<file path="src/pkg/msc_regs.vh">
// register map and timing constants of the motion sensor control block
// assumes: included by design files, definitions only
`ifndef MSC_REGS_VH
`define MSC_REGS_VH

// ==========================================================
// offsets
`define MSC_ADDR_ORIENT_PREV     8'h11
`define MSC_ADDR_TAP_DIR_SRC     8'h15
`define MSC_ADDR_FUNC_EVT_SRC    8'h16
`define MSC_ADDR_IRQ_STATUS      8'h18
`define MSC_ADDR_IRQ_RELEASE     8'h1a
`define MSC_ADDR_MAIN_CTRL       8'h1b
`define MSC_ADDR_ORIENT_IRQ_EN   8'h1c
`define MSC_ADDR_RATE_CTRL       8'h1d
`define MSC_ADDR_PIN_CTRL        8'h1e
`define MSC_ADDR_SELFTEST_RESP   8'h0c
`define MSC_ADDR_ACCEL_FIRST     8'h06
`define MSC_ADDR_ACCEL_LAST      8'h0b

// ==========================================================
// reset values
`define MSC_RST_ORIENT_PREV      8'h20
`define MSC_RST_MAIN_CTRL        8'h00
`define MSC_RST_RATE_CTRL        8'h4d
`define MSC_RST_ORIENT_IRQ_EN    8'h3f
`define MSC_RST_PIN_CTRL         8'h10
`define MSC_SELFTEST_IDLE        8'h55
`define MSC_SELFTEST_ACTIVE      8'haa
`define MSC_ZERO8                8'h00

// ==========================================================
// field positions
`define MSC_MC_OPERATE           7
`define MSC_MC_RES               6
`define MSC_MC_NEW_SAMPLE_EN     5
`define MSC_MC_RANGE_HI          4
`define MSC_MC_RANGE_LO          3
`define MSC_MC_TAP_EN            2
`define MSC_MC_MOTION_EN         1
`define MSC_MC_ORIENT_EN         0
`define MSC_RC_REBOOT            7
`define MSC_RC_ORIENT_HI         6
`define MSC_RC_ORIENT_LO         5
`define MSC_RC_SELFTEST          4
`define MSC_RC_TAP_HI            3
`define MSC_RC_TAP_LO            2
`define MSC_RC_MOTION_HI         1
`define MSC_RC_MOTION_LO         0
`define MSC_PC_PIN_EN            5
`define MSC_PC_PIN_POL           4
`define MSC_PC_PULSE             3
`define MSC_PC_UNLATCHED         2
`define MSC_FS_NEW_SAMPLE        4
`define MSC_ST_IRQ               4
`define MSC_TAP_SINGLE           2'b01
`define MSC_TAP_DOUBLE           2'b10
`define MSC_TAP_NONE             2'b00

// ==========================================================
// timing: pulse 0.05 ms = 50000 ns, clock 4 ns
`define MSC_PULSE_NS             50000
`define MSC_CLK_NS               4
`define MSC_REBOOT_CYCLES        16'h0100
// rate dividers: period of a 1 MHz tick base, in clock cycles
`define MSC_TICK_CYCLES          8'hfa

`endif

</file>
<file path="src/msc_ctrl_irq_regs.v">
// control, event-source and status registers of a three-axis motion sensor
// assumes: an i2c front end on the same clock gives one-cycle read/write strobes;
// detector strobes are one-cycle pulses and motion_active is a level, all from logic on the same clock.
`timescale 1ns/1ps
`include "msc_regs.vh"
module msc_ctrl_irq_regs (
    clk,
    resetn,
    reg_addr,
    reg_wr,
    reg_rd,
    reg_wdata,
    reg_rdata,
    orient_new,
    orient_new_valid,
    tap_dir,
    tap_double,
    tap_valid,
    motion_valid,
    motion_active,
    sample_ready,
    operate,
    high_res,
    range_sel,
    tap_run,
    motion_run,
    orient_run,
    orient_rate_en,
    tap_rate_en,
    motion_rate_en,
    reboot_busy,
    irq_out
);
    input wire clk;
    input wire resetn;
    input wire [7:0] reg_addr;
    input wire reg_wr;
    input wire reg_rd;
    input wire [7:0] reg_wdata;
    output reg [7:0] reg_rdata;
    input wire [5:0] orient_new;
    input wire orient_new_valid;
    input wire [5:0] tap_dir;
    input wire tap_double;
    input wire tap_valid;
    input wire motion_valid;
    input wire motion_active;
    input wire sample_ready;
    output wire operate;
    output wire high_res;
    output wire [1:0] range_sel;
    output wire tap_run;
    output wire motion_run;
    output wire orient_run;
    output wire orient_rate_en;
    output wire tap_rate_en;
    output wire motion_rate_en;
    output wire reboot_busy;
    output reg irq_out;

    localparam [15:0] PULSE_CYCLES = (`MSC_PULSE_NS + `MSC_CLK_NS - 1) / `MSC_CLK_NS;
    localparam [7:0] ORIENT_RST = `MSC_RST_ORIENT_PREV;

    reg [7:0] main_control_reg;
    reg [7:0] rate_ctrl_reg;
    reg [7:0] orient_irq_en_reg;
    reg [7:0] pin_ctrl_reg;
    reg [5:0] orient_cur_reg;
    reg [5:0] orient_prev_reg;
    reg [5:0] tap_src_reg;
    reg [1:0] tap_kind_reg;
    reg motion_flag_reg;
    reg orient_flag_reg;
    reg sample_flag_reg;
    reg irq_reg;
    reg [15:0] reboot_cnt_reg;
    reg [15:0] pulse_cnt_reg;
    reg [7:0] tick_cnt_reg;
    reg tick_en_reg;

    wire rd_release;
    wire rd_accel;
    wire rd_selftest;
    wire motion_flag;
    wire orient_event;
    wire tap_event;
    wire motion_event;
    wire any_event;
    wire [5:0] orient_changed;
    wire irq_next;

    // ==========================================================
    // address decode helper
    function is_addr;
        input [7:0] a;
        input [7:0] b;
        begin
            is_addr = (a == b);
        end
    endfunction

    function [19:0] period4;
        input [1:0] code;
        input [19:0] p0;
        input [19:0] p1;
        input [19:0] p2;
        input [19:0] p3;
        begin
            if (code == 2'b00) begin
                period4 = p0;
            end else if (code == 2'b01) begin
                period4 = p1;
            end else if (code == 2'b10) begin
                period4 = p2;
            end else begin
                period4 = p3;
            end
        end
    endfunction

    assign rd_release = reg_rd && is_addr(reg_addr, `MSC_ADDR_IRQ_RELEASE);
    assign rd_selftest = reg_rd && is_addr(reg_addr, `MSC_ADDR_SELFTEST_RESP);
    assign rd_accel = reg_rd && (reg_addr >= `MSC_ADDR_ACCEL_FIRST) &&
        (reg_addr <= `MSC_ADDR_ACCEL_LAST);

    // ==========================================================
    // control outputs
    assign operate = main_control_reg[`MSC_MC_OPERATE];
    assign high_res = main_control_reg[`MSC_MC_RES];
    // code 11 is passed on; the range detector treats it as unused
    assign range_sel = {main_control_reg[`MSC_MC_RANGE_HI],
        main_control_reg[`MSC_MC_RANGE_LO]};
    assign tap_run = operate && main_control_reg[`MSC_MC_TAP_EN];
    assign motion_run = operate && main_control_reg[`MSC_MC_MOTION_EN];
    assign orient_run = operate && main_control_reg[`MSC_MC_ORIENT_EN];
    assign reboot_busy = rate_ctrl_reg[`MSC_RC_REBOOT];

    // ==========================================================
    // 1 MHz tick base and rate generators
    always @(posedge clk or negedge resetn) begin
        if (!resetn) begin
            tick_cnt_reg <= `MSC_ZERO8;
            tick_en_reg <= 1'b0;
        end else if (tick_cnt_reg == `MSC_TICK_CYCLES - 8'h01) begin
            tick_cnt_reg <= `MSC_ZERO8;
            tick_en_reg <= 1'b1;
        end else begin
            tick_cnt_reg <= tick_cnt_reg + 8'h01;
            tick_en_reg <= 1'b0;
        end
    end

    msc_rate_gen u_orient_rate (
        .clk(clk),
        .resetn(resetn),
        .tick_en(tick_en_reg),
        .run(orient_run),
        .period_us(period4(rate_ctrl_reg[6:5], 20'd625000, 20'd158730,
            20'd80000, 20'd20000)),
        .rate_en(orient_rate_en)
    );

    msc_rate_gen u_tap_rate (
        .clk(clk),
        .resetn(resetn),
        .tick_en(tick_en_reg),
        .run(tap_run),
        .period_us(period4(rate_ctrl_reg[3:2], 20'd20000, 20'd10000,
            20'd5000, 20'd2500)),
        .rate_en(tap_rate_en)
    );

    msc_rate_gen u_motion_rate (
        .clk(clk),
        .resetn(resetn),
        .tick_en(tick_en_reg),
        .run(motion_run),
        .period_us(period4(rate_ctrl_reg[1:0], 20'd40000, 20'd20000,
            20'd10000, 20'd5000)),
        .rate_en(motion_rate_en)
    );

    // ==========================================================
    // register writes, reboot and self-test
    always @(posedge clk or negedge resetn) begin
        if (!resetn) begin
            main_control_reg <= `MSC_RST_MAIN_CTRL;
            rate_ctrl_reg <= `MSC_RST_RATE_CTRL;
            orient_irq_en_reg <= `MSC_RST_ORIENT_IRQ_EN;
            pin_ctrl_reg <= `MSC_RST_PIN_CTRL;
            reboot_cnt_reg <= 16'h0000;
        end else if (rate_ctrl_reg[`MSC_RC_REBOOT]) begin
            // reboot restores defaults, bit stays 1 until done
            if (reboot_cnt_reg == `MSC_REBOOT_CYCLES) begin
                reboot_cnt_reg <= 16'h0000;
                main_control_reg <= `MSC_RST_MAIN_CTRL;
                rate_ctrl_reg <= `MSC_RST_RATE_CTRL;
                orient_irq_en_reg <= `MSC_RST_ORIENT_IRQ_EN;
                pin_ctrl_reg <= `MSC_RST_PIN_CTRL;
            end else begin
                reboot_cnt_reg <= reboot_cnt_reg + 16'h0001;
            end
        end else if (reg_wr) begin
            // settings writes rely on host being in standby
            if (is_addr(reg_addr, `MSC_ADDR_MAIN_CTRL)) begin
                main_control_reg <= reg_wdata;
            end else if (is_addr(reg_addr, `MSC_ADDR_RATE_CTRL)) begin
                rate_ctrl_reg <= reg_wdata;
            end else if (is_addr(reg_addr, `MSC_ADDR_ORIENT_IRQ_EN)) begin
                orient_irq_en_reg <= {2'b00, reg_wdata[5:0]};
            end else if (is_addr(reg_addr, `MSC_ADDR_PIN_CTRL)) begin
                pin_ctrl_reg <= {2'b00, reg_wdata[5:2], 2'b00};
            end
        end else if (rd_selftest) begin
            rate_ctrl_reg[`MSC_RC_SELFTEST] <= 1'b0;
        end
    end

    // ==========================================================
    // orientation tracking
    assign orient_changed = orient_new & ~orient_cur_reg;
    assign orient_event = orient_run && orient_new_valid && (orient_new != orient_cur_reg) &&
        |(orient_changed & orient_irq_en_reg[5:0]);
    assign tap_event = tap_run && tap_valid;
    assign motion_event = motion_run && motion_valid;
    // unlatched motion follows the detector level
    assign motion_flag = pin_ctrl_reg[`MSC_PC_UNLATCHED] ? (motion_run && motion_active) :
        motion_flag_reg;

    always @(posedge clk or negedge resetn) begin
        if (!resetn) begin
            orient_cur_reg <= ORIENT_RST[5:0];
            orient_prev_reg <= ORIENT_RST[5:0];
        end else if (orient_run && orient_new_valid && (orient_new != orient_cur_reg)) begin
            orient_prev_reg <= orient_cur_reg;
            orient_cur_reg <= orient_new;
        end
    end

    // ==========================================================
    // event latches; a new event in a release cycle wins
    assign any_event = orient_event || tap_event || motion_event ||
        (sample_ready && main_control_reg[`MSC_MC_NEW_SAMPLE_EN]);
    // in level mode the pin follows the status bit's next value so both clear on one edge
    assign irq_next = any_event || (irq_reg && !rd_release);

    always @(posedge clk or negedge resetn) begin
        if (!resetn) begin
            tap_src_reg <= 6'h00;
            tap_kind_reg <= `MSC_TAP_NONE;
            motion_flag_reg <= 1'b0;
            orient_flag_reg <= 1'b0;
            sample_flag_reg <= 1'b0;
            irq_reg <= 1'b0;
        end else begin
            if (tap_event) begin
                tap_src_reg <= tap_dir;
                tap_kind_reg <= tap_double ? `MSC_TAP_DOUBLE : `MSC_TAP_SINGLE;
            end else if (rd_release) begin
                tap_src_reg <= 6'h00;
                tap_kind_reg <= `MSC_TAP_NONE;
            end
            if (motion_event) begin
                motion_flag_reg <= 1'b1;
            end else if (rd_release) begin
                motion_flag_reg <= 1'b0;
            end
            if (orient_event) begin
                orient_flag_reg <= 1'b1;
            end else if (rd_release) begin
                orient_flag_reg <= 1'b0;
            end
            if (sample_ready && operate) begin
                sample_flag_reg <= 1'b1;
            end else if (rd_release || rd_accel) begin
                sample_flag_reg <= 1'b0;
            end
            if (any_event) begin
                irq_reg <= 1'b1;
            end else if (rd_release) begin
                irq_reg <= 1'b0;
            end
        end
    end

    // ==========================================================
    // interrupt pin: latched level or one 0.05 ms pulse
    always @(posedge clk or negedge resetn) begin
        if (!resetn) begin
            pulse_cnt_reg <= 16'h0000;
            irq_out <= 1'b0;
        end else begin
            if (any_event && pin_ctrl_reg[`MSC_PC_PULSE]) begin
                pulse_cnt_reg <= PULSE_CYCLES;
            end else if (pulse_cnt_reg != 16'h0000) begin
                pulse_cnt_reg <= pulse_cnt_reg - 16'h0001;
            end
            if (!pin_ctrl_reg[`MSC_PC_PIN_EN]) begin
                irq_out <= ~pin_ctrl_reg[`MSC_PC_PIN_POL];
            end else if (pin_ctrl_reg[`MSC_PC_PULSE]) begin
                irq_out <= (pulse_cnt_reg != 16'h0000) ~^ pin_ctrl_reg[`MSC_PC_PIN_POL];
            end else begin
                irq_out <= (irq_next || (pin_ctrl_reg[`MSC_PC_UNLATCHED] && motion_flag)) ~^
                    pin_ctrl_reg[`MSC_PC_PIN_POL];
            end
        end
    end

    // ==========================================================
    // read data; unmapped addresses read zero
    always @(posedge clk or negedge resetn) begin
        if (!resetn) begin
            reg_rdata <= `MSC_ZERO8;
        end else if (reg_rd) begin
            if (is_addr(reg_addr, `MSC_ADDR_ORIENT_PREV)) begin
                reg_rdata <= {2'b00, orient_prev_reg};
            end else if (is_addr(reg_addr, `MSC_ADDR_TAP_DIR_SRC)) begin
                reg_rdata <= {2'b00, tap_src_reg};
            end else if (is_addr(reg_addr, `MSC_ADDR_FUNC_EVT_SRC)) begin
                reg_rdata <= {3'b000, sample_flag_reg, tap_kind_reg, motion_flag,
                    orient_flag_reg};
            end else if (is_addr(reg_addr, `MSC_ADDR_IRQ_STATUS)) begin
                reg_rdata <= {3'b000, irq_reg, 4'h0};
            end else if (is_addr(reg_addr, `MSC_ADDR_MAIN_CTRL)) begin
                reg_rdata <= main_control_reg;
            end else if (is_addr(reg_addr, `MSC_ADDR_ORIENT_IRQ_EN)) begin
                reg_rdata <= orient_irq_en_reg;
            end else if (is_addr(reg_addr, `MSC_ADDR_RATE_CTRL)) begin
                reg_rdata <= rate_ctrl_reg;
            end else if (is_addr(reg_addr, `MSC_ADDR_PIN_CTRL)) begin
                reg_rdata <= pin_ctrl_reg;
            end else if (is_addr(reg_addr, `MSC_ADDR_SELFTEST_RESP)) begin
                reg_rdata <= rate_ctrl_reg[`MSC_RC_SELFTEST] ? `MSC_SELFTEST_ACTIVE :
                    `MSC_SELFTEST_IDLE;
            end else begin
                reg_rdata <= `MSC_ZERO8;
            end
        end
    end
endmodule

</file>
<file path="src/msc_rate_gen.v">
// rate enable generator: one-cycle pulse at a selectable rate
// assumes: tick_en is a 1 MHz enable pulse from the same clock
`timescale 1ns/1ps
module msc_rate_gen (
    clk,
    resetn,
    tick_en,
    run,
    period_us,
    rate_en
);
    input wire clk;
    input wire resetn;
    input wire tick_en;
    input wire run;
    input wire [19:0] period_us;
    output reg rate_en;

    reg [19:0] cnt_reg;

    // ==========================================================
    // divider; held clear in standby so rates restart cleanly
    always @(posedge clk or negedge resetn) begin
        if (!resetn) begin
            cnt_reg <= 20'h00000;
            rate_en <= 1'b0;
        end else if (!run) begin
            cnt_reg <= 20'h00000;
            rate_en <= 1'b0;
        end else begin
            rate_en <= 1'b0;
            if (tick_en) begin
                if (cnt_reg >= period_us - 20'h00001) begin
                    cnt_reg <= 20'h00000;
                    rate_en <= 1'b1;
                end else begin
                    cnt_reg <= cnt_reg + 20'h00001;
                end
            end
        end
    end
endmodule

</file>
<file path="config.mk">
export PLATFORM = sky130hd
export DESIGN_NAME = msc_ctrl_irq_regs
export DESIGN_NICKNAME = d
export VERILOG_FILES = /design/src/msc_ctrl_irq_regs.v /design/src/msc_rate_gen.v
export VERILOG_INCLUDE_DIRS = /design/src /design/src/pkg
export SDC_FILE = /design/constraint.sdc
export NUM_CORES = 1
export LEC_CHECK = 0
export ABC_AREA = 1
export BUFFER_PORTS_ARGS = -buffer_cell sky130_fd_sc_hd__buf_2
export CORE_MARGIN = 5
export CORE_UTILIZATION = 55
export DETAILED_ROUTE_END_ITERATION = 10
export PLACE_DENSITY = 0.81
export REMOVE_ABC_BUFFERS = 1
export SYNTH_ARGS = -nofsm -noshare
export SYNTH_HDL_FRONTEND = slang
export SYNTH_HIERARCHICAL = 1
export SYNTH_SLANG_ARGS = --single-unit
</file>
<file path="constraint.sdc">
create_clock -name clk -period 8.1 [get_ports clk]
set_input_delay 1.215 -clock clk [delete_from_list [all_inputs] [get_ports clk]]
set_output_delay 1.215 -clock clk [all_outputs]
set_load 0.05 [all_outputs]
</file>
* After elaboration in Yosys (flattened, before gate mapping) *
Index checks and enable logic that the tools add are counted.

storage, ports and cells
  flip-flop bits (word level) = 169
  output and inout port bits = 20
  word-level logic and storage cells = 202

cells by class
  $add $sub $neg = 9
  order comparisons = 5
  equal/unequal tests = 28
  mux-type cells = 81
  bitwise operators = 6
  reductions and logical operators = 47

operators with widths
  kind                                                number
  2-to-1 mux 8 bit                                    32
  2-to-1 mux 20 bit                                   10
  == test 8 x 5 -> 1 bit, second input constant       9
  2-to-1 mux 16 bit                                   4
  adder 20 x 1 -> 20 bit, second input constant       3
  >= comparator 20 bit                                3
  2-to-1 mux 15 bit                                   2
  2-to-1 mux 14 bit                                   2
  nonzero test 2 bit                                  11
  2-to-1 mux 1 bit                                    21
  subtractor 20 x 1 -> 20 bit, second input constant  1
  logical AND 1 bit                                   18
  2-to-1 mux 18 bit                                   1
  2-to-1 mux 17 bit                                   1
  subtractor 16 x 1 -> 17 bit, second input constant  1
  adder 16 x 1 -> 16 bit, second input constant       1
  == test 16 x 9 -> 1 bit, second input constant      1
  nonzero test 16 bit                                 1
  subtractor 15 x 1 -> 16 bit, second input constant  1
  subtractor 16 x 1 -> 16 bit, second input constant  1
  2-to-1 mux 13 bit                                   1
  AND 6 bit                                           2
  2-to-1 mux 6 bit                                    2
  adder 8 x 1 -> 8 bit, second input constant         1
  26 further kinds                                    46

* Depth between registers and ports, before layout *
Gate-level depths: netlist of the first run.

  depth in word-level cells = 13
  depth in mapped cells = 21
  gate-level depth less buffers = 20

* Hierarchy *
The synthesis of the first run kept the hierarchy.

modules (own cells, without submodules)
  module                             instances  cells an instance  area an instance (um^2)  sequential area each (um^2)
  msc_ctrl_irq_regs                  1          731                5781.8                   2518.7
  msc_rate_gen at u_motion_rate ...  2          362                2383.5                   525.5
  msc_rate_gen at u_tap_rate         1          362                2378.5                   525.5

* Worst setup path before layout of the first run *
OpenSTA, ideal clock, no wires.

  path kind = register to register
  start = register rate_ctrl_reg[6]
  end = register u_orient_rate.cnt_reg[5]
  arrival time = 2.998 ns
  required time = 7.975 ns
  path slack = 4.977 ns
  cell stages (with the launch flop) = 19
  buffers on the path = 1
  clock period less this slack = 3.123 ns
  cell sequence = dfstp_2 inv_1 ha_1 or2_2 nor2_2 nand2_2 nor3_4 inv_1 nor2_1 xnor2_1 ha_1 nand2_1 nor2_1 nand2_1 nor2_1 nand2_1 nand4_2 buf_4 o21bai_1

between the ends
  longest elaborated chain between the ends = 9
  elaborated cells between the ends (all ways) = 11
  classes of those cells = add/sub (1); order compare (1); eq/ne (2); mux (6); reduce/logical (1)

RTL lines
  what                             RTL line                 RTL
  start, declared                  msc_ctrl_irq_regs.v:65   reg [7:0] rate_ctrl_reg;
  start signal, assigned           msc_ctrl_irq_regs.v:188  rate_ctrl_reg <= `MSC_RST_RATE_CTRL;
  start signal, assigned           msc_ctrl_irq_regs.v:197  rate_ctrl_reg <= `MSC_RST_RATE_CTRL;
  start signal, assigned           msc_ctrl_irq_regs.v:208  rate_ctrl_reg <= reg_wdata;
  == test 2 bit                    msc_ctrl_irq_regs.v:113  end else if (code == 2'b10) begin
  2-to-1 mux 17 bit                msc_ctrl_irq_regs.v:113
  2-to-1 mux 18 bit                msc_ctrl_irq_regs.v:111  end else if (code == 2'b01) begin
  2-to-1 mux 20 bit (*)            msc_ctrl_irq_regs.v:109  if (code == 2'b00) begin
  subtractor 20 x 1 -> 20 bit (*)  msc_rate_gen.v:33        if (cnt_reg >= period_us - 20'h00001) begin
  >= comparator 20 bit (*)         msc_rate_gen.v:33
  2-to-1 mux 20 bit (*)            msc_rate_gen.v:33
  2-to-1 mux 20 bit (*)            msc_rate_gen.v:32        if (tick_en) begin
  2-to-1 mux 20 bit (*)            msc_rate_gen.v:27        end else if (!run) begin
  end signal, assigned             msc_rate_gen.v:37        cnt_reg <= cnt_reg + 20'h00001;
  end, declared                    msc_rate_gen.v:19        reg [19:0] cnt_reg;

Mark *: on every way between the ends. The rest lies on a longest branch, timed or not. The select of a mux whose other input is x is not followed.
A chain may end at the register's enable or synchronous reset.

* Worst setup path after layout of the first run *
Same ends and word-level chain as after synthesis.

==> results of run 1 <==
logic make-up after synthesis:
kind of cell	share of synthesized area
and+or+nand+nor	0.3498
buffers and inverters	0.09630
AOI/OAI and AO/OA	0.1040
DFF	0.3168
adders and majority gates	0.08904
xor gates and xnor gates	0.04268
other	0.0005809
muxes	0.0007743
layout by cell type (no fill, tap or decap), types with 33 or more instances in the layout:
cell type,instances
a21oi_1,34
buf_2,56
conb_1,44
dfrtp_1,150
ha_1,92
inv_1,258
nand2_1,432
nand3_1,124
nand4_1,33
nor2_1,243
o21ai_0,52
o21bai_1,67
xor2_1,46
critical path, stage by stage, from the launching register on:
cell      delay (ns)
dfstp_2         0.58
inv_1           0.07
ha_1            0.39
or2_2           0.42
nor2_2          0.15
nand2_2         0.10
nor3_4          0.20
inv_1           0.10
nor2_1          0.15
xnor2_1         0.16
ha_1            0.26
nand2_1         0.09
nor2_1          0.07
nand2_1         0.07
nor2_1          0.05
nand2_1         0.07
nand4_2         0.50
o21bai_1        0.35
layout make-up:
type                    instances  area (µm²)
clock inverters                15       209.0
clock buffers                  17       425.4
repair buffers                 58       299.0
multi-input cells            1383        7745
flip-flops and latches        163        4095
fillers                      2073        9096
well taps                     319       399.1
inverters                     282        1061
diodes                          1       2.502
worst min-delay path by stage:
| stage | startpoint | cells past startpoint | end | slack, ns |
|---|---|---|---|---|
| finish | reboot_cnt_reg[15] | 1 | reboot_cnt_reg[15] | 0.47 |
| global route | reboot_cnt_reg[15] | 1 | reboot_cnt_reg[15] | 0.49 |
| CTS | reboot_cnt_reg[15] | 1 | reboot_cnt_reg[15] | 0.47 |
| detailed placement | reboot_cnt_reg[15] | 1 | reboot_cnt_reg[15] | 0.46 |
| global placement | reboot_cnt_reg[15] | 1 | reboot_cnt_reg[15] | 0.46 |
| floorplan | reboot_cnt_reg[15] | 1 | reboot_cnt_reg[15] | 0.43 |
layer usage:
layer / part of all wire / vias up / GRT usage
met5: 0 / - / 0
met4: 0.026 / 0 / 0.07930
met3: 0.061 / 78 / 0.04037
met2: 0.47 / 373 / 0.4070
met1: 0.44 / 5490 / 0.3210
li1: - / 5925 / -
power by group through the flow:
stage               combinational (mW)  sequential [mW]  clock (mW)
CTS                              0.101            0.828       0.863
floorplan                       0.0513            0.847           0
global route                     0.115            0.829       0.898
global placement                0.0977            0.843           0
finish                           0.100            0.828       0.848
detailed placement               0.100            0.843           0
stage by stage:
stage / util / cell area (µm²)
after floorplan: - / 12900
after global placement: 0.5829 / 13600
after detailed placement: 0.5829 / 13600
after CTS: 0.6100 / 14230
after global routing: 0.6100 / 14230
final: 0.6101 / 14240
==> impl_metrics.csv, run 1 <==
group,metric,value,unit
outcome,status,"completed",
power_and_ir_drop,peakVddDrop,0.1228,mV
setup_path,cp-start-kind,"flop",
routing,routed_wl,31.66,mm
clock_tree,hold_buffers,0,
routing,via_per_inst,5.302,
global_route,antenna_found_initial,0,
placement,dp_cells,2205,
routing,vias,11870,
power_and_ir_drop,power.leakage,6.842,nW
setup_path,critPathKind,"reg2reg",
synthesis,synth.area.top_cells,"dfrtp_1 (29%), nand2_1 (13%), ha_1 (8.9%)",
synthesis,synth_common_cells,"nand2_1 (432), inv_1 (258), nor2_1 (243)",
synthesis,synth.top_cell.area_share,0.2904,
setup_path,reg2reg_slack,4.21,ns
synthesis,ys_async_sr_fraction,1.000,
die,die_y,163.3,µm
die,die-area,26670,µm²
placement,pre_cts_ws,4.243,ns
setup_path,worst_r2r_endpoint,"u_orient_rate/cnt_reg[5]",
clock_tree,cts_tree,"done",
hold_path,hp-class,"reg2reg",
synthesis,netlist.top_cell.by_area,"dfrtp_1",
setup_path,r2r-start,"rate_ctrl_reg[6]",
routing,drcViolationCount,0,
clock_tree,cts_buffer_depth,2,
power_and_ir_drop,power_switching,0.4983,mW
sta,setup_tns,0,ns
placement,hpwl,23.55,mm
synthesis,synth_enable_flop_cells,0,
flow_run,maxCapViolations,0,
power_and_ir_drop,pwr-share-comb,0.057,
finish,fin_nets,2035,
die,fp.coreArea,23330,µm²
clock_tree,clk_latency,0.45,ns
global_route,grt_pass1_wl,53.39,mm
clock_tree,h-tree-depth,4,
routing,drtPass1Iterations,7,
global_route,first_global_vias,11390,
sta,finalHoldViolCount,0,
sta,slew_viol_final,0,
sta,rsz0062_at_grt,"no",
routing,drtIter0Drc,923,
die,ios,58,
synthesis,synth.distinct_cells,55,
routing,wire_per_inst,14.14,µm
setup_path,rr_worst_depth,17,
routing,drtAntennaViolNets,0,
sta,holdWs,0.4695,ns
power_and_ir_drop,power_density,124.7,nW/µm²
sta,period_minus_slack,3.890,ns
synthesis,netlist_instances,1817,
global_route,grt_max_degree,83,
power_and_ir_drop,p_seq_frac,0.466,
finish,final_cells,2238,
power_and_ir_drop,p_clk_frac,0.477,
sta,tightest_slew,1.026,ns
finish,drive_gt1_frac,0.1272,
setup_path,worstSetupStartpoint,"rate_ctrl_reg[6]",
power_and_ir_drop,p_int,1.277,mW
clock_tree,cts.sink_count,163,
synthesis,ys.flop_type,"dfrtp_1",
setup_path,required,8.44,ns
sta,worst_slack,4.210,ns
sta,max_freq,0.2571,GHz
sta,slew_headroom,0.3160,
setup_path,critical_path_arrival,4.23,ns
setup_path,crit_end,"u_orient_rate/cnt_reg[5]",
synthesis,ys_seq_area_frac,0.3168,
setup_path,crit_fanout,21,
placement,io_buffers,57,
power_and_ir_drop,power.total,1.776,mW
finish,area_growth,10.12,%
global_route,gr-usage-all-layers,0.2426,
placement,finalWeightedCongestion,0.9293,
power_and_ir_drop,swShare,0.2806,
synthesis,syn_area,12930,µm²
clock_tree,cts-buffers-inserted,17,
clock_tree,postCtsSetupRepairBufs,0,
clock_tree,clk_pin_slew,0.07,ns
synthesis,yosysWarnings,6,
sta,setup_violations,0,
synthesis,synth.most_common_cell,"nand2_1",
die,row_count,56,
clock_tree,root_buffer,"clkbuf_16",
synthesis,syn_avg_cell_area,7.115,µm²
die,die_w,163.3,µm
clock_tree,cts_resized,0,
die,start_util,0.5541,
setup_path,cp-end-kind,"flop",
global_route,grt_overflow,0,
synthesis,ys_seq_elements,163,
sta,fin_crit_sh,0.4802,
sta,skew,0.01677,ns
No activity file was read; power rests on OpenSTA's default activity.
==> run 2: changes to the inputs <==
--- a/config.mk
+++ b/config.mk
@@ -6,12 +6,12 @@
 export SDC_FILE = /design/constraint.sdc
 export NUM_CORES = 1
 export LEC_CHECK = 0
-export ABC_AREA = 1
+export ABC_AREA = 0
 export BUFFER_PORTS_ARGS = -buffer_cell sky130_fd_sc_hd__buf_2
 export CORE_MARGIN = 5
 export CORE_UTILIZATION = 55
 export DETAILED_ROUTE_END_ITERATION = 10
-export PLACE_DENSITY = 0.81
+export PLACE_DENSITY = 0.85
 export REMOVE_ABC_BUFFERS = 1
 export SYNTH_ARGS = -nofsm -noshare
 export SYNTH_HDL_FRONTEND = slang
==> constraint.sdc (replaced) <==
create_clock -name clk -period 3.5 [get_ports clk]
set_input_delay 0.525 -clock clk [delete_from_list [all_inputs] [get_ports clk]]
set_output_delay 0.525 -clock clk [all_outputs]
set_load 0.05 [all_outputs]
==> impl_metrics.csv, run 2 <==
group,metric,value,unit
setup_path,cpPeakStageDelay,0.56,ns
synthesis,yosys.area_share.simple,0.2637,
setup_path,cp-end-kind,"flop",
synthesis,synth_fa_ha_area_frac,0.1037,
setup_path,critical_path_arrival,4.96,ns
synthesis,netlist.top_cell.by_area,"dfrtp_1",
synthesis,yosysWarnings,6,
routing,via_per_inst,6.386,
die,die_y,152.1,µm
clock_tree,h-tree-depth,4,
die,start_util,0.5541,
synthesis,syn_avg_cell_area,8.848,µm²
synthesis,synth.most_common_cell,"nand2_1",
setup_path,reg2reg_slack,-1.14,ns
power_and_ir_drop,power.leakage,6.066,nW
global_route,grt_max_degree,62,
finish,postLayoutCoreUtil,0.7288,
sta,tightest_slew,0.9458,ns
routing,drtPass1Iterations,8,
sta,slew_headroom,0.3646,
synthesis,synth_common_cells,"nand2_1 (203), dfrtp_1 (150), nand3_1 (95)",
setup_path,path_cells,"inv_4, ha_4, or4_4, or3_4, nor3_4, or3b_4, buf_6, nor3_4, xnor2_1, ha_1, nand4_1, nor3_2, a2111o_1, nor3_2, nand3_2, buf_6, o311ai_1",
outcome,status,"complete, but fails checks",
setup_path,required,3.82,ns
routing,drtAntennaViolNets,0,
synthesis,synth_top_family_by_area,"simple AND/OR/NAND/NOR gates",
sta,skew,0.01058,ns
die,fp.coreArea,20040,µm²
hold_path,hp-class,"in2async",
global_route,antenna_found_initial,2,
flow_run,maxCapViolations,0,
synthesis,ys_async_sr_fraction,1.000,
sta,setup_violations,62,
clock_tree,hold_buffers,0,
global_route,grt_pass1_wl,54.17,mm
setup_path,r2r-start,"rate_ctrl_reg[0]",
synthesis,ys.flop_type,"dfrtp_1",
outcome,violations,"negative setup slack",
clock_tree,cts_tree,"done",
power_and_ir_drop,power_density,273.1,nW/µm²
synthesis,ys_seq_area_frac,0.3688,
setup_path,crit_fanout,8,
die,die_w,152.1,µm
global_route,grt_overflow,0,
global_route,first_global_vias,11120,
synthesis,synth-xor-area-share,0.07020,
setup_path,rr_worst_depth,17,
finish,area_growth,31.53,%
finish,fin_nets,1604,
placement,pre_cts_ws,-1.200,ns
finish,regArea,4096,µm²
setup_path,path_buf_inv,3,
sta,holdWs,0.02303,ns
clock_tree,cts.sink_count,163,
sta,worst_slack,-1.140,ns
clock_tree,cts-buffers-inserted,17,
die,row_count,52,
setup_path,cp-start-kind,"flop",
global_route,gr-usage-all-layers,0.2783,
synthesis,synth-compound-area-share,0.1417,
placement,hpwl,20.51,mm
die,die-area,23130,µm²
clock_tree,root_buffer,"clkbuf_16",
sta,max_freq,0.2155,GHz
clock_tree,clk_pin_slew,0.07,ns
routing,wire_per_inst,20.11,µm
finish,multi_input_area,7911,µm²
setup_path,worst_r2r_endpoint,"u_motion_rate/cnt_reg[18]",
sta,fin_crit_sh,1.326,
power_and_ir_drop,peakVddDrop,0.3276,mV
routing,drcViolationCount,0,
finish,drive_gt1_frac,0.2791,
sta,slew_viol_final,0,
sta,finalHoldViolCount,0,
synthesis,synth.top_cell.area_share,0.3380,
synthesis,netlist_instances,1255,
synthesis,synth.distinct_cells,79,
routing,drtIter0Drc,1392,
setup_path,critPathKind,"reg2reg",
placement,io_buffers,57,
sta,rsz0062_at_grt,"yes",
synthesis,ys_seq_elements,163,
finish,mostFrequentLayoutCells,"nand2_1 (199), dfrtp_1 (149), buf_4 (104)",
clock_tree,clk_latency,0.44,ns
synthesis,synthMuxAreaShare,0.01814,
finish,final_common_cell,"nand2_1",
setup_path,path_delay_family,"simple AND/OR/NAND/NOR gates",
placement,dp_cells,1690,
setup_path,critPathSlowestCell,"dfstp_2",
clock_tree,cts_buffer_depth,2,
finish,final_cells,1758,
routing,routed_wl,35.35,mm
routing,vias,11230,
placement,finalWeightedCongestion,0.9565,
die,ios,58,
finish,n_fill_cell,1287,
synthesis,synth.area.top_cells,"dfrtp_1 (34%), ha_1 (10%), nand2_1 (6.9%)",
synthesis,syn_area,11100,µm²
sta,period_minus_slack,4.640,ns
synthesis,synth_enable_flop_cells,0,
==> run 2: changes by cell type after synthesis, sizes merged, moves of 27 or more <==
cell    delta
nor3      +27
nand3     -44
nor2     -218
o311ai    +41
nand2    -251
xnor2     +43
inv      -225
o21bai    -67
==> run 2: cell families (layout without fill, tap and decap cells) <==
family / Yosys count / in the layout
flip-flops: 163 / 163
AND/OR/NAND/NOR: 570 / 571
AO/OA/AOI/OAI: 227 / 227
adder cells (fa/ha/maj): 92 / 92
multiplexers: 19 / 19
other: 2 / 51
buffers and inverters: 93 / 276
XOR/XNOR: 89 / 89
==> run 2: area by class of cell <==
cell class                      count  area share
Inverter                           53     0.01379
Clock inverter                     15     0.01105
Clock buffer                       17     0.02913
Multi-Input combinational cell   1048      0.5417
Timing Repair Buffer              191      0.1006
Tap cell                          270     0.02313
Sequential cell                   163      0.2805
Antenna cell                        1   0.0001713
==> run 2: repair_timing <==
action,4_1_cts,5_1_grt
setup endpoints to repair,62,63
cloned,10,0
buffers inserted,18,9
pin swaps,89,39
gates resized for setup,179,77
==> run 2: worst max-delay path by stage <==
stage / from / to / slack, ns / depth (start not counted)
floorplan: rate_ctrl_reg[0] / u_motion_rate/cnt_reg[19] / -2.13 / 15
CTS: rate_ctrl_reg[1] / u_motion_rate/cnt_reg[9] / -0.92 / 18
detailed placement: rate_ctrl_reg[0] / u_motion_rate/cnt_reg[7] / -1.20 / 16
global placement: rate_ctrl_reg[0] / u_motion_rate/cnt_reg[11] / -0.93 / 16
global route: rate_ctrl_reg[0] / u_motion_rate/cnt_reg[11] / -1.23 / 18
finish: rate_ctrl_reg[0] / u_motion_rate/cnt_reg[18] / -1.14 / 17
==> run 2: layer usage <==
layer	global-route usage	vias up	wire length (µm)
met5	0	-	12
met3	0.05432	193	2694
met4	0.1233	2	1756
met2	0.4780	694	17840
met1	0.3407	5384	13050
li1	-	4953	-
==> run 2: where the power goes <==
group          switching [mW]  internal (mW)  leakage, nW
Sequential            0.00170           1.89         2.11
Combinational           0.151         0.0713         3.67
Clock                   0.925          0.954        0.281
==> run 2: stage by stage <==
stage / setup TNS [ns] / total power [mW] / cell area [µm²]
floorplan: -78.23 / 2.014 / 11120
CTS: -35.44 / 3.985 / 14060
global placement: -37.68 / 2.122 / 12520
finish: -42.64 / 3.989 / 14610
detailed placement: -46.64 / 2.128 / 12520
global route: -50.55 / 4.113 / 14610
==> run 3: changes to the inputs <==
--- a/config.mk
+++ b/config.mk
@@ -13,6 +13,8 @@
 export DETAILED_ROUTE_END_ITERATION = 10
 export PLACE_DENSITY = 0.85
 export REMOVE_ABC_BUFFERS = 1
+export SKIP_CTS_REPAIR_TIMING = 1
+export SKIP_LAST_GASP = 1
 export SYNTH_ARGS = -nofsm -noshare
 export SYNTH_HDL_FRONTEND = slang
 export SYNTH_HIERARCHICAL = 1
==> impl_metrics.csv, run 3 (synthesis gave the netlist of run 2 again) <==
group,metric,value,unit
finish,final_common_cell,"nand2_1",
power_and_ir_drop,power.leakage,6.021,nW
sta,setup_violations,63,
finish,area_growth,29.77,%
global_route,gr-usage-all-layers,0.2419,
outcome,violations,"negative setup slack",
clock_tree,cts.sink_count,163,
routing,drtPass1Iterations,8,
clock_tree,h-tree-depth,4,
routing,via_per_inst,6.282,
routing,met3_length,2.603,mm
power_and_ir_drop,peakVddDrop,0.3178,mV
die,fp.coreArea,20040,µm²
setup_path,critPathKind,"reg2reg",
placement,hpwl,20.51,mm
routing,vias,11040,
setup_path,crit_fanout,5,
sta,fin_crit_sh,1.288,
die,ios,58,
finish,fin_nets,1603,
power_and_ir_drop,power_density,276.9,nW/µm²
clock_tree,clk_pin_slew,0.07,ns
global_route,antenna_found_initial,2,
placement,finalWeightedCongestion,0.9565,
finish,drive_gt1_frac,0.2766,
global_route,first_global_vias,10090,
finish,postLayoutCoreUtil,0.7191,
setup_path,required,3.84,ns
routing,wl_met1,13.12,mm
die,die_w,152.1,µm
finish,final_cells,1758,
flow_run,maxCapViolations,0,
placement,io_buffers,57,
setup_path,cp-end-kind,"flop",
routing,wl_met2,17.04,mm
sta,rsz0062_at_grt,"yes",
outcome,status,"complete, but fails checks",
sta,skew,0.01521,ns
routing,drtAntennaViolNets,0,
sta,slew_headroom,0.3608,
die,die_y,152.1,µm
clock_tree,cts-buffers-inserted,17,
sta,tightest_slew,0.9515,ns
clock_tree,clk_latency,0.45,ns
hold_path,hp-class,"in2async",
setup_path,reg2reg_slack,-1.01,ns
sta,slew_viol_final,0,
die,row_count,52,
sta,max_freq,0.2219,GHz
sta,finalHoldViolCount,0,
clock_tree,cts_buffer_depth,2,
placement,dp_cells,1690,
routing,top_layer_used,"met4",
routing,routed_wl,34.21,mm
global_route,grt_overflow,0,
global_route,grt_max_degree,62,
clock_tree,cts_tree,"done",
routing,wire_per_inst,19.46,µm
sta,period_minus_slack,4.508,ns
routing,drcViolationCount,0,
setup_path,cp-start-kind,"flop",
die,die-area,23130,µm²
sta,worst_slack,-1.008,ns
clock_tree,root_buffer,"clkbuf_16",
finish,mostFrequentLayoutCells,"nand2_1 (199), dfrtp_1 (149), buf_4 (101)",
global_route,grt_pass1_wl,47.58,mm
setup_path,critical_path_arrival,4.84,ns
die,start_util,0.5541,
routing,drtIter0Drc,1443,
run 3: worst paths after layout:
check | from | to | cells after the start
max | rate_ctrl_reg[0] | u_motion_rate/cnt_reg[17] | 19
min | resetn | pulse_cnt_reg[13] | 1
max reg2reg | rate_ctrl_reg[0] | u_motion_rate/cnt_reg[17] | 19
min reg2reg | reg_rdata[1] | reg_rdata[1] | 1
max in group asynchronous | resetn | orient_cur_reg[5] | 2
min in group clk | tap_dir[5] | tap_src_reg[5] | 3
run 3: stage by stage:
stage / total power [mW] / worst slack [ns] / area [µm²] / hold WS, ns / setup TNS (ns)
detailed placement: 2.128 / -1.200 / 12520 / 0.4717 / -46.64
global route: 4.107 / -1.140 / 14410 / 0.04026 / -54.40
CTS: 3.983 / -1.188 / 13110 / 0.02268 / -47.27
global placement: 2.122 / -0.9261 / 12520 / 0.4605 / -37.68
finish: 3.990 / -1.008 / 14410 / 0.01962 / -45.25
floorplan: 2.014 / -2.128 / 11120 / 0.2294 / -78.23
run 3: where the power goes:
group          switching, mW  leakage (nW)  internal, mW
clock                  0.927         0.281         0.954
combinational          0.151          3.63        0.0713
sequential           0.00172          2.11          1.89
total                   1.08          6.02          2.91
run 3: metal layers:
metal / vias up / track usage
met2: 620 / 0.4092
li1: 4934 / -
met1: 5336 / 0.3133
met5: - / 0
met3: 153 / 0.04437
met4: 0 / 0.08390
run 3: worst max-delay path, cell delays in order (launching register included):
cell      delay (ns)
dfstp_2         0.55
inv_2           0.06
ha_4            0.16
or4_4           0.48
or3_4           0.37
nor3_4          0.13
or3b_4          0.42
buf_6           0.14
nor3_4          0.12
xnor2_1         0.09
ha_1            0.33
nand4_1         0.14
nor3_2          0.06
a2111o_1        0.44
buf_6           0.14
nor4_4          0.26
buf_4           0.20
buf_6           0.13
nand3_2         0.07
o311ai_1        0.10
run 3: area by class of cell:
type	instances	area, µm²
fillers	1317	5629
repair buffers	190	1443
clock buffers	17	425.4
clock inverters	15	161.4
diodes	2	5.005
multi-input cells	1048	7742
flip-flops and latches	163	4096
well taps	270	337.8
inverters	53	198.9
